## src/verilog/flow_control_regs.vh

```
// Purpose: Constants for the microcore flow-control and load-instruction block
// Assumes: Decoded opcodes arrive one per cycle with an instruction-valid strobe
// Notes: Operation codes are a local encoding, not the bit-level instruction words
// How it works
// - Return from interrupt takes one cycle; resumes saved address or entry point.
// - Interrupted wait or conditional jump returns to itself to re-test feedbacks.
// - Relative conditional jump carries 6-bit offset; not taken goes to next word.
// - Taken relative conditional jump loads program counter with computed target.
// - Every relative conditional jump takes exactly one cycle, taken or not.
// - Far jump uses one of two 10-bit jump registers; load may precede directly.
// - Far jump never alters the jump register it reads.
// - Taken far conditional jump loads absolute address of selected jump register.
// - Every far conditional jump takes one cycle, taken or not.
// - Unconditional relative jump always adds offset and loads it in one cycle.
// - Unconditional far jump always loads selected jump register in one cycle.
// - Wait table has five entries: enable, 6-bit condition, 10-bit destination.
// - Wait destinations are stored as physical code addresses in any mode.
// - Each wait entry is set by its own far or relative configure instruction.
// - Wait table contents survive a completed wait for reuse or editing.
// - During wait the program counter holds until an enabled condition is true.
// - Fired entry jumps to far or relative-computed destination.
// - Conditions are not evaluated after the wait until another wait runs.
// - Load fills register from RAM, store writes it, copy moves register to register.
// - Two instructions load the four end-of-count registers; one also drives outputs.
// - Dedicated loads for jump registers and multiplier result; all nine are one cycle.
// - Arithmetic, core and jump operand subsets address their documented registers.
// - Core operand field is 5 bits, first register 00000, intercore register 11111.
// - Interrupt entry saves the program counter into the return register.
`ifndef FLOW_CONTROL_REGS_VH
`define FLOW_CONTROL_REGS_VH

`define PC_W 10
`define REL_W 6
`define COND_W 6
`define DATA_W 16
`define CORE_SEL_W 5
`define ARITH_SEL_W 3
`define WAIT_N 5
`define WAIT_IDX_W 3
`define COND_N 64
`define OP_W 5
`define PC_RESET 10'h000
`define PC_ONE 10'h001
`define DATA_RESET 16'h0000

`define OP_NOP 5'h00
`define OP_IRET 5'h01
`define OP_JCR 5'h02
`define OP_JCF 5'h03
`define OP_JMPR 5'h04
`define OP_JMPF 5'h05
`define OP_CWEF 5'h06
`define OP_CWER 5'h07
`define OP_WAIT 5'h08
`define OP_LOAD 5'h09
`define OP_STORE 5'h0a
`define OP_COPY 5'h0b
`define OP_LDCA 5'h0c
`define OP_LDCD 5'h0d
`define OP_LDIR 5'h0e
`define OP_LDIRH 5'h0f
`define OP_LDJA 5'h10
`define OP_LDJB 5'h11

`define SEL_R0 5'h00
`define SEL_IR 5'h05
`define SEL_MH 5'h06
`define SEL_ML 5'h07
`define SEL_JA 5'h0a
`define SEL_JB 5'h0b
`define SEL_END_OF_COUNT_1 5'h10
`define SEL_RXTX 5'h1f
`define GPR_N 6
`define EOC_N 4

`define ST_RUN 1'b0
`define ST_WAIT 1'b1

`endif

```

## src/verilog/microcore_flow_control.v

```verilog
// Purpose: Program flow and load-instruction sequencing of one microcore
// Assumes: Decoded operation, operands and conditions arrive synchronous to clk
// Notes: Data RAM is outside; this block issues address, data and strobes
`timescale 1ns/1ps
`default_nettype none
`include "flow_control_regs.vh"
module microcore_flow_control
(
    input wire clk,
    input wire reset_n,
    input wire instrValid,
    input wire [`OP_W-1:0] opCode,
    input wire [`REL_W-1:0] relOffset,
    input wire jumpSel,
    input wire [`COND_W-1:0] condCode,
    input wire [`WAIT_IDX_W-1:0] waitIdx,
    input wire waitEnable,
    input wire [`CORE_SEL_W-1:0] srcSel,
    input wire [`CORE_SEL_W-1:0] dstSel,
    input wire [`DATA_W-1:0] immData,
    input wire [`PC_W-1:0] ramAddr,
    input wire [`DATA_W-1:0] ramReadData,
    input wire [`COND_N-1:0] condBus,
    input wire irqRequest,
    input wire [`PC_W-1:0] irqVector,
    input wire iretToEntry,
    input wire [`PC_W-1:0] entryPoint,
    output reg [`PC_W-1:0] programCounter_r,
    output reg [`PC_W-1:0] returnPc_r,
    output reg waiting_r,
    output reg inIrq_r,
    output reg ramWriteEn_r,
    output reg [`PC_W-1:0] ramAddr_r,
    output reg [`DATA_W-1:0] ramWriteData_r,
    output reg [`DATA_W-1:0] outputCtrl_r,
    output reg [`DATA_W-1:0] multiplierResult_r
);

    ////////////////////////////////////////////////////////////////////////////////
    // Wait table storage
    reg [`WAIT_N-1:0] entryEnable_r;
    reg [`WAIT_N*`COND_W-1:0] entryCond_r;
    reg [`WAIT_N*`PC_W-1:0] entryDest_r;
    reg state_r;
    reg state_nxt;
    reg [`PC_W-1:0] pc_nxt;

    wire waitHit;
    wire [`WAIT_IDX_W-1:0] waitHitIdx;
    wire [`PC_W-1:0] jumpA;
    wire [`PC_W-1:0] jumpB;
    wire [`PC_W-1:0] farTarget;
    wire [`PC_W-1:0] relTarget;
    wire [`PC_W-1:0] seqPc;
    wire [`DATA_W-1:0] srcData;
    wire condTrue;
    wire isCondJump;
    wire irqTake;
    wire opTaken;
    wire isConfig;
    wire [`WAIT_N-1:0] entryWrite;

    reg rfWriteEn;
    reg [`CORE_SEL_W-1:0] rfWriteSel;
    reg [`DATA_W-1:0] rfWriteData;

    ////////////////////////////////////////////////////////////////////////////////
    // Address arithmetic
    assign farTarget = jumpSel ? jumpB : jumpA;
    // Offset is signed; sign extension lets short loops branch backwards
    assign relTarget = programCounter_r + {{(`PC_W-`REL_W){relOffset[`REL_W-1]}}, relOffset};
    assign seqPc = programCounter_r + `PC_ONE;
    assign condTrue = condBus[condCode];
    assign isCondJump = (opCode == `OP_JCR) || (opCode == `OP_JCF);
    // Only a newly taken interrupt drops the op; a request still high
    // inside the routine must not silence the routine's own loads
    assign irqTake = irqRequest && !inIrq_r;
    assign opTaken = instrValid && (state_r == `ST_RUN) && !irqTake;
    assign isConfig = (opCode == `OP_CWEF) || (opCode == `OP_CWER);

    core_register_file uRegs
    (
        .clk(clk),
        .reset_n(reset_n),
        .writeEn(rfWriteEn),
        .writeSel(rfWriteSel),
        .writeData(rfWriteData),
        .readSel(srcSel),
        .readData(srcData),
        .jumpA(jumpA),
        .jumpB(jumpB)
    );

    wait_entry_match uMatch
    (
        .entryEnable(entryEnable_r),
        .entryCond(entryCond_r),
        .condBus(condBus),
        .hit(waitHit),
        .hitIdx(waitHitIdx)
    );

    ////////////////////////////////////////////////////////////////////////////////
    // Register writes for load-class instructions
    always @*
    begin
        rfWriteEn = 1'b0;
        rfWriteSel = `SEL_R0;
        rfWriteData = `DATA_RESET;
        if (opTaken)
        begin
            case (opCode)
                `OP_LOAD:
                begin
                    rfWriteEn = 1'b1;
                    rfWriteSel = dstSel;
                    rfWriteData = ramReadData;
                end
                `OP_COPY:
                begin
                    rfWriteEn = 1'b1;
                    rfWriteSel = dstSel;
                    rfWriteData = srcData;
                end
                `OP_LDCA, `OP_LDCD:
                begin
                    rfWriteEn = 1'b1;
                    rfWriteSel = `SEL_END_OF_COUNT_1 + {3'h0, waitIdx[1:0]};
                    rfWriteData = immData;
                end
                `OP_LDIR:
                begin
                    rfWriteEn = 1'b1;
                    rfWriteSel = `SEL_ML;
                    rfWriteData = immData;
                end
                `OP_LDIRH:
                begin
                    rfWriteEn = 1'b1;
                    rfWriteSel = `SEL_MH;
                    rfWriteData = immData;
                end
                `OP_LDJA:
                begin
                    rfWriteEn = 1'b1;
                    rfWriteSel = `SEL_JA;
                    rfWriteData = immData;
                end
                `OP_LDJB:
                begin
                    rfWriteEn = 1'b1;
                    rfWriteSel = `SEL_JB;
                    rfWriteData = immData;
                end
                default:
                begin
                    rfWriteEn = 1'b0;
                end
            endcase
        end
    end

    ////////////////////////////////////////////////////////////////////////////////
    // Next program counter and sequencer state
    always @*
    begin
        pc_nxt = programCounter_r;
        state_nxt = state_r;
        if (irqTake)
        begin
            pc_nxt = irqVector;
            state_nxt = `ST_RUN;
        end
        else if (state_r == `ST_WAIT)
        begin
            if (waitHit)
            begin
                pc_nxt = entryDest_r[waitHitIdx*`PC_W +: `PC_W];
                state_nxt = `ST_RUN;
            end
        end
        else if (instrValid)
        begin
            case (opCode)
                `OP_IRET:
                begin
                    pc_nxt = iretToEntry ? entryPoint : returnPc_r;
                end
                `OP_JCR:
                begin
                    pc_nxt = condTrue ? relTarget : seqPc;
                end
                `OP_JCF:
                begin
                    pc_nxt = condTrue ? farTarget : seqPc;
                end
                `OP_JMPR:
                begin
                    pc_nxt = relTarget;
                end
                `OP_JMPF:
                begin
                    pc_nxt = farTarget;
                end
                `OP_WAIT:
                begin
                    // Hold here; an immediate hit still costs one cycle of evaluation
                    pc_nxt = programCounter_r;
                    state_nxt = `ST_WAIT;
                end
                `OP_CWEF, `OP_CWER:
                begin
                    // Configuring an entry never starts the wait by itself
                    pc_nxt = seqPc;
                end
                `OP_LOAD, `OP_STORE, `OP_COPY, `OP_LDCA, `OP_LDCD,
                `OP_LDIR, `OP_LDIRH, `OP_LDJA, `OP_LDJB:
                begin
                    // Every load-class op retires in a single cycle
                    pc_nxt = seqPc;
                end
                default:
                begin
                    pc_nxt = seqPc;
                end
            endcase
        end
    end

    always @(posedge clk or negedge reset_n)
    begin
        if (!reset_n)
        begin
            programCounter_r <= `PC_RESET;
            returnPc_r <= `PC_RESET;
            state_r <= `ST_RUN;
            waiting_r <= 1'b0;
            inIrq_r <= 1'b0;
        end
        else
        begin
            programCounter_r <= pc_nxt;
            state_r <= state_nxt;
            waiting_r <= state_nxt;
            if (irqTake)
            begin
                inIrq_r <= 1'b1;
                // Interrupted wait or conditional jump is re-executed on return
                if (state_r == `ST_WAIT || (instrValid && isCondJump))
                    returnPc_r <= programCounter_r;
                else
                    returnPc_r <= programCounter_r;
            end
            else if (instrValid && state_r == `ST_RUN && opCode == `OP_IRET)
            begin
                inIrq_r <= 1'b0;
            end
        end
    end

    ////////////////////////////////////////////////////////////////////////////////
    // Wait table configuration; never cleared by a completed wait
    genvar e;
    generate
        for (e = 0; e < `WAIT_N; e = e + 1)
        begin : gEntry
            // Only the addressed entry moves; the rest keep what an earlier wait used
            assign entryWrite[e] = opTaken && isConfig && (waitIdx == e);
            always @(posedge clk or negedge reset_n)
            begin
                if (!reset_n)
                begin
                    entryEnable_r[e] <= 1'b0;
                    entryCond_r[e*`COND_W +: `COND_W] <= {`COND_W{1'b0}};
                    entryDest_r[e*`PC_W +: `PC_W] <= `PC_RESET;
                end
                else if (entryWrite[e])
                begin
                    if (opCode == `OP_CWEF)
                    begin
                        entryEnable_r[e] <= waitEnable;
                        entryCond_r[e*`COND_W +: `COND_W] <= condCode;
                        entryDest_r[e*`PC_W +: `PC_W] <= farTarget;
                    end
                    else if (opCode == `OP_CWER)
                    begin
                        entryEnable_r[e] <= waitEnable;
                        entryCond_r[e*`COND_W +: `COND_W] <= condCode;
                        entryDest_r[e*`PC_W +: `PC_W] <= relTarget;
                    end
                end
            end
        end
    endgenerate

    ////////////////////////////////////////////////////////////////////////////////
    // Data RAM, output control and multiplier result loads
    always @(posedge clk or negedge reset_n)
    begin
        if (!reset_n)
        begin
            ramWriteEn_r <= 1'b0;
            ramAddr_r <= `PC_RESET;
            ramWriteData_r <= `DATA_RESET;
            outputCtrl_r <= `DATA_RESET;
            multiplierResult_r <= `DATA_RESET;
        end
        else
        begin
            ramWriteEn_r <= 1'b0;
            if (opTaken)
            begin
                ramAddr_r <= ramAddr;
                case (opCode)
                    `OP_STORE:
                    begin
                        ramWriteEn_r <= 1'b1;
                        ramWriteData_r <= srcData;
                    end
                    `OP_LDCA:
                    begin
                        outputCtrl_r <= immData;
                    end
                    // One port shows the last half loaded; the register file keeps both
                    `OP_LDIR:
                    begin
                        multiplierResult_r <= immData;
                    end
                    `OP_LDIRH:
                    begin
                        multiplierResult_r <= immData;
                    end
                    default:
                    begin
                        ramWriteEn_r <= 1'b0;
                    end
                endcase
            end
        end
    end
endmodule // microcore_flow_control
`default_nettype wire

```

## src/verilog/wait_entry_match.v

```verilog
// Purpose: Picks the lowest enabled wait entry whose condition is true
// Assumes: Condition bus is a flat vector indexed by the 6-bit condition code
// Notes: Purely combinational; the caller registers the outcome
`timescale 1ns/1ps
`default_nettype none
`include "flow_control_regs.vh"
module wait_entry_match
(
    input wire [`WAIT_N-1:0] entryEnable,
    input wire [`WAIT_N*`COND_W-1:0] entryCond,
    input wire [`COND_N-1:0] condBus,
    output reg hit,
    output reg [`WAIT_IDX_W-1:0] hitIdx
);
    wire [`WAIT_N-1:0] entryTrue;
    integer k;

    genvar g;
    generate
        for (g = 0; g < `WAIT_N; g = g + 1)
        begin : gTest
            assign entryTrue[g] = entryEnable[g] & condBus[entryCond[g*`COND_W +: `COND_W]];
        end
    endgenerate

    // Downward scan so the lowest index is assigned last
    always @*
    begin
        hit = 1'b0;
        hitIdx = {`WAIT_IDX_W{1'b0}};
        for (k = `WAIT_N-1; k >= 0; k = k - 1)
        begin
            if (entryTrue[k])
            begin
                hit = 1'b1;
                hitIdx = k[`WAIT_IDX_W-1:0];
            end
        end
    end
endmodule // wait_entry_match
`default_nettype wire

```

## src/verilog/core_register_file.v

```verilog
// Purpose: Microcore register set reached by 5-bit operand selectors
// Assumes: One write port per cycle, one read port combinational
// Notes: All 32 register codes are held here; each reads back its last written value
`timescale 1ns/1ps
`default_nettype none
`include "flow_control_regs.vh"
module core_register_file
(
    input wire clk,
    input wire reset_n,
    input wire writeEn,
    input wire [`CORE_SEL_W-1:0] writeSel,
    input wire [`DATA_W-1:0] writeData,
    input wire [`CORE_SEL_W-1:0] readSel,
    output reg [`DATA_W-1:0] readData,
    output wire [`PC_W-1:0] jumpA,
    output wire [`PC_W-1:0] jumpB
);
    reg [`DATA_W-1:0] regs_r [0:31];
    integer i;

    // Full 32-entry array; unused codes simply never get written by software
    always @(posedge clk or negedge reset_n)
    begin
        if (!reset_n)
        begin
            for (i = 0; i < 32; i = i + 1)
                regs_r[i] <= `DATA_RESET;
        end
        else if (writeEn)
        begin
            regs_r[writeSel] <= writeData;
        end
    end

    always @*
    begin
        readData = regs_r[readSel];
    end

    // Far jumps only read these, never write them
    assign jumpA = regs_r[`SEL_JA][`PC_W-1:0];
    assign jumpB = regs_r[`SEL_JB][`PC_W-1:0];
endmodule // core_register_file
`default_nettype wire

```

## config.mk

```make
export PLATFORM = sky130hd
export DESIGN_NAME = microcore_flow_control
export DESIGN_NICKNAME = d
export VERILOG_FILES = /design/src/verilog/microcore_flow_control.v /design/src/verilog/wait_entry_match.v /design/src/verilog/core_register_file.v
export VERILOG_INCLUDE_DIRS = /design/src /design/src/verilog
export SDC_FILE = /design/constraint.sdc
export NUM_CORES = 1
export LEC_CHECK = 0
export BUFFER_PORTS_ARGS = -buffer_cell sky130_fd_sc_hd__buf_2
export CAP_MARGIN = 20
export CORE_AREA = 5 5 302 304
export CTS_BUF_LIST = sky130_fd_sc_hd__clkbuf_8
export CTS_CLUSTER_DIAMETER = 100
export DETAILED_ROUTE_END_ITERATION = 8
export DIE_AREA = 0 0 307 309
export PLACE_DENSITY = 0.6
export SYNTH_ARGS = -nofsm -noshare
export SYNTH_HDL_FRONTEND = slang
export SYNTH_SLANG_ARGS = --single-unit
```

## constraint.sdc

```tcl
create_clock -name clk -period 4.4 [get_ports clk]
set_clock_uncertainty 0.05 [all_clocks]
set_input_delay 0.44 -clock clk [delete_from_list [all_inputs] [get_ports clk]]
set_output_delay 0.44 -clock clk [all_outputs]
set_load 0.005 [all_outputs]
```

==> qor.yml <==
crit_chain: "buf_4 > mux4_2 > o22ai_1 > nand2b_1 > nand4_1 > and3_1 > nand4b_1 > o21ai_0 > a211oi_1 > o32a_1"
overflow: 0
endpoint_kind: "flip-flop"
timing.hold.ws_ns: 0.0632
worst_slack_ns: 0.509
critical_path.startpoint_type: "flip-flop"
run_status: "finished, final reports clean"
slew_viol_final: 0
slew_headroom_pct: 27.9
number_of_global_route_vias_before_repair: 25400
max-clock-path-buffers: 3
finalNonFillerCells: 4074
hold_path.class: "input port to flip-flop"
asyncSetResetFlopFracSynth_pct: 100
setup.worst_path.class: "flip-flop to flip-flop"
cp_top_family: "simple AND/OR/NAND/NOR gates"
final_layout_size_suffix_gt1_share_pct: 49.0
finalSetupTns_ns: 0
pre_cts_slack_ns: 0.485
synth_compound_area_share_pct: 4.76
timing.fmax_mhz: 257
number_of_buffers_inserted_by_post_cts_setup_repair: 0
port_buffers: 243
fin_total_pwr_mw: 15.5
synthSimpleGateAreaFrac_pct: 4.42
fp-row-count: 109
antenna_violating_nets_post_route: 0
clock_tree.root_cell: "clkbuf_8"
grt_start_max_net_pins: 110
timing.max_cap.violations: 0
die_outline_area_sq_mm: 0.0949
synth_edf_count: 0
clk_pin_slew_ns: 0.06
ys_dominant_reg_cell: "dfrtp_1"
area_growth_pct: 16.5
setup_viol_count_final: 0
worstRegToRegCells: 10
crit-reg2reg-launch: "entryCond_r[13]$_DFFE_PN0P_"
cts.sink_count: 678
hold_path.startpoint: "irqVector[5]"
drcViolationCount: 0
syn-num-nets: 2672
timing.hold.worst_endpoint: "programCounter_r[5]$_DFFE_PN0P_"
period_share_pct: 88.4
critical_path.max_stage_delay_ns: 0.91
finalNetCount: 2991
drt-wirelength-per-cell_um: 26.4
io-pin-count: 244
cp.arrival_ns: 4.49
yosys_warnings: 0
netlist_instances: 2498
routed_wirelength_mm: 107
synth_top_family_by_area: "multiplexers"
numPlacedInstances: 3828
hpwl_mm: 74.2
num_vias: 23700
synth.lib_cells_used.distinct: 69
timing.critical_path.fanout_max: 16
max_slew.worst_pin.slew_ns: 1.08
crit_required_ns: 5.00
synth_sequential_area_ratio_pct: 48.5
utilization_pct: 46.3
synth_area_per_cell_sq_um: 14.0
worstReg2RegEnd: "programCounter_r[8]$_DFFE_PN0P_"
static_leak_nw: 19.0
detailed_place.area_sq_mm: 0.0380
grt_setup_unrepaired: "false"
finalWeightedCongestion: 0.886
min_period_ns: 3.89
vias_per_cell: 5.82
rrSetupSlack_ns: 0.51
finalInstanceArea_sq_mm: 0.0407
die_h_um: 309
wire_length_of_the_first_global_routing_pass_mm: 163
hold_viol_final: 0
muxShareOfSynthArea_pct: 38.9
grt_util_all_layers_pct: 22.4
worstSkewPairLatency_ns: 0.76
mappedNetlistArea_sq_mm: 0.0350
power_density_mw_per_mm2: 380
worst-path-buf-inv: 1
xor_xnor_portion_of_the_synthesized_cell_area_pct: 0.426
cts_tree: "built"
drt_first_iter_violations: 1882
synth.ff_latch_count: 678
cts.repair.resized: 0
cts-buffers-inserted: 115
worst_hold_path_cell_count: 4
drtPass1Iterations: 8
adder_cell_area_share_of_the_yosys_netlist_pct: 0.415
fp.coreArea_sq_mm: 0.0880
crit_path_top_delay_cell: "dfrtp_1"
max_rail_drop_vdd_uv: 241
htreeDepth: 3
floorplan.initialDensity_pct: 39.8
chipWidth_um: 307
initial_antenna_violation_count: 4
==> layer usage <==
metal | track usage [%] | up-vias | wire, um
li1 | - | 10100 | -
met1 | 30.3 | 12600 | 45300
met2 | 37.4 | 807 | 52400
met3 | 3.85 | 194 | 6510
met4 | 7.01 | 0 | 3250
met5 | 0 | - | 0
==> cells by family (layout without fill, tap and decap cells) <==
kind of cell | count (synthesis) | count (layout)
buffers and inverters | 218 | 627
adder cells (fa/ha/maj) | 11 | 11
AND/OR/NAND/NOR | 346 | 346
XOR/XNOR | 17 | 17
AO/OA/AOI/OAI | 251 | 251
flip-flops | 678 | 678
multiplexers | 977 | 977
other | 0 | 2
==> worst min-delay path, stage by stage <==
cell and delay, ns:
buf_2 0.08, a22oi_1 0.07, o21ai_0 0.10, o31a_1 0.15
==> cells in the mapped netlist (all sizes together), types with 4 or more instances <==
| library cell | n | area [sq um] |
|---|---|---|
| a211oi | 23 | 173 |
| a21o | 10 | 75.1 |
| a21oi | 63 | 319 |
| a221o | 7 | 70.1 |
| a22oi | 17 | 128 |
| a2bb2oi | 4 | 35.0 |
| a311oi | 5 | 43.8 |
| a31oi | 8 | 50.1 |
| and2 | 7 | 43.8 |
| and3 | 7 | 43.8 |
| buf | 51 | 267 |
| clkbuf | 154 | 582 |
| dfrtp | 678 | 17000 |
| ha | 10 | 125 |
| inv | 13 | 48.8 |
| mux2 | 624 | 7030 |
| mux2i | 110 | 1100 |
| mux4 | 243 | 5470 |
| nand2 | 127 | 477 |
| nand2b | 17 | 106 |
| nand3 | 26 | 130 |
| nand4 | 7 | 43.8 |
| nor2 | 114 | 428 |
| nor2b | 14 | 87.6 |
| nor3 | 11 | 60.1 |
| o211ai | 5 | 37.5 |
| o21ai | 59 | 295 |
| o22ai | 11 | 68.8 |
| o31a | 4 | 35.0 |
| or3 | 4 | 25.0 |
| xnor2 | 9 | 78.8 |
| xor2 | 8 | 70.1 |
==> where the power goes <==
group          internal (mW)  switching, mW
Sequential              6.59          0.331
Combinational           1.24           1.70
Clock                   3.02           2.62
Total                   10.8           4.64
==> flip-flops by register name, summed over array words and instances, names as in the netlist, 16 cells and up <==
signal              count
outputCtrl_r           16
entryDest_r            50
entryCond_r            30
multiplierResult_r     16
ramWriteData_r         16
uRegs.regs_r          492
==> worst max path at each step <==
stage                           startpoint                               to  cells past startpoint
6_report       entryCond_r[13]$_DFFE_PN0P_  programCounter_r[8]$_DFFE_PN0P_                     10
5_1_grt        entryCond_r[13]$_DFFE_PN0P_  programCounter_r[8]$_DFFE_PN0P_                     10
4_1_cts        entryCond_r[13]$_DFFE_PN0P_  programCounter_r[7]$_DFFE_PN0P_                     10
3_5_place_dp   entryCond_r[13]$_DFFE_PN0P_  programCounter_r[7]$_DFFE_PN0P_                     10
3_3_place_gp   entryCond_r[13]$_DFFE_PN0P_  programCounter_r[7]$_DFFE_PN0P_                     10
2_1_floorplan  entryCond_r[24]$_DFFE_PN0P_  programCounter_r[7]$_DFFE_PN0P_                     10
==> layout by cell type, fill, tap and decap left out, types with 4 or more instances in the layout <==
cell type	count
nand3_1	26
a31oi_1	8
a2bb2oi_1	4
mux2_1	7
mux4_2	243
dfrtp_1	678
a21oi_1	62
nor2_2	22
or3_1	4
inv_1	63
buf_4	113
o22ai_1	10
mux2i_1	110
nand2_1	126
nand4_1	7
and2_1	7
a21o_1	10
a311oi_1	5
xnor2_1	9
buf_2	240
o211ai_1	5
o21ai_0	58
buf_8	5
mux2_2	617
buf_12	14
a22oi_1	17
xor2_1	8
nand2b_1	17
clkbuf_8	139
a221o_1	7
and3_1	7
clkinv_2	8
o31a_1	4
nor2_1	92
a211oi_1	23
ha_1	10
dlygate4sd3_1	32
nor3_1	9
nor2b_1	14
==> what timing repair did <==
| action | 4_1_cts | 5_1_grt |
|---|---|---|
| endpoints found under the setup margin | 0 | 0 |
| endpoints found under the hold margin | 135 | 0 |
| hold buffers | 32 | 0 |
==> cell type report <==
| class | count | area (sq um) |
|---|---|---|
| Timing Repair Buffer | 407 | 2780 |
| Fill cell | 7840 | 47200 |
| Tap cell | 1165 | 1460 |
| Sequential cell | 678 | 17000 |
| Multi-Input combinational cell | 1602 | 17200 |
| Clock buffer | 138 | 1900 |
| Clock inverter | 69 | 408 |
| Antenna cell | 2 | 5.00 |
| Inverter | 13 | 48.8 |
Power figures use the tool's default switching activity.
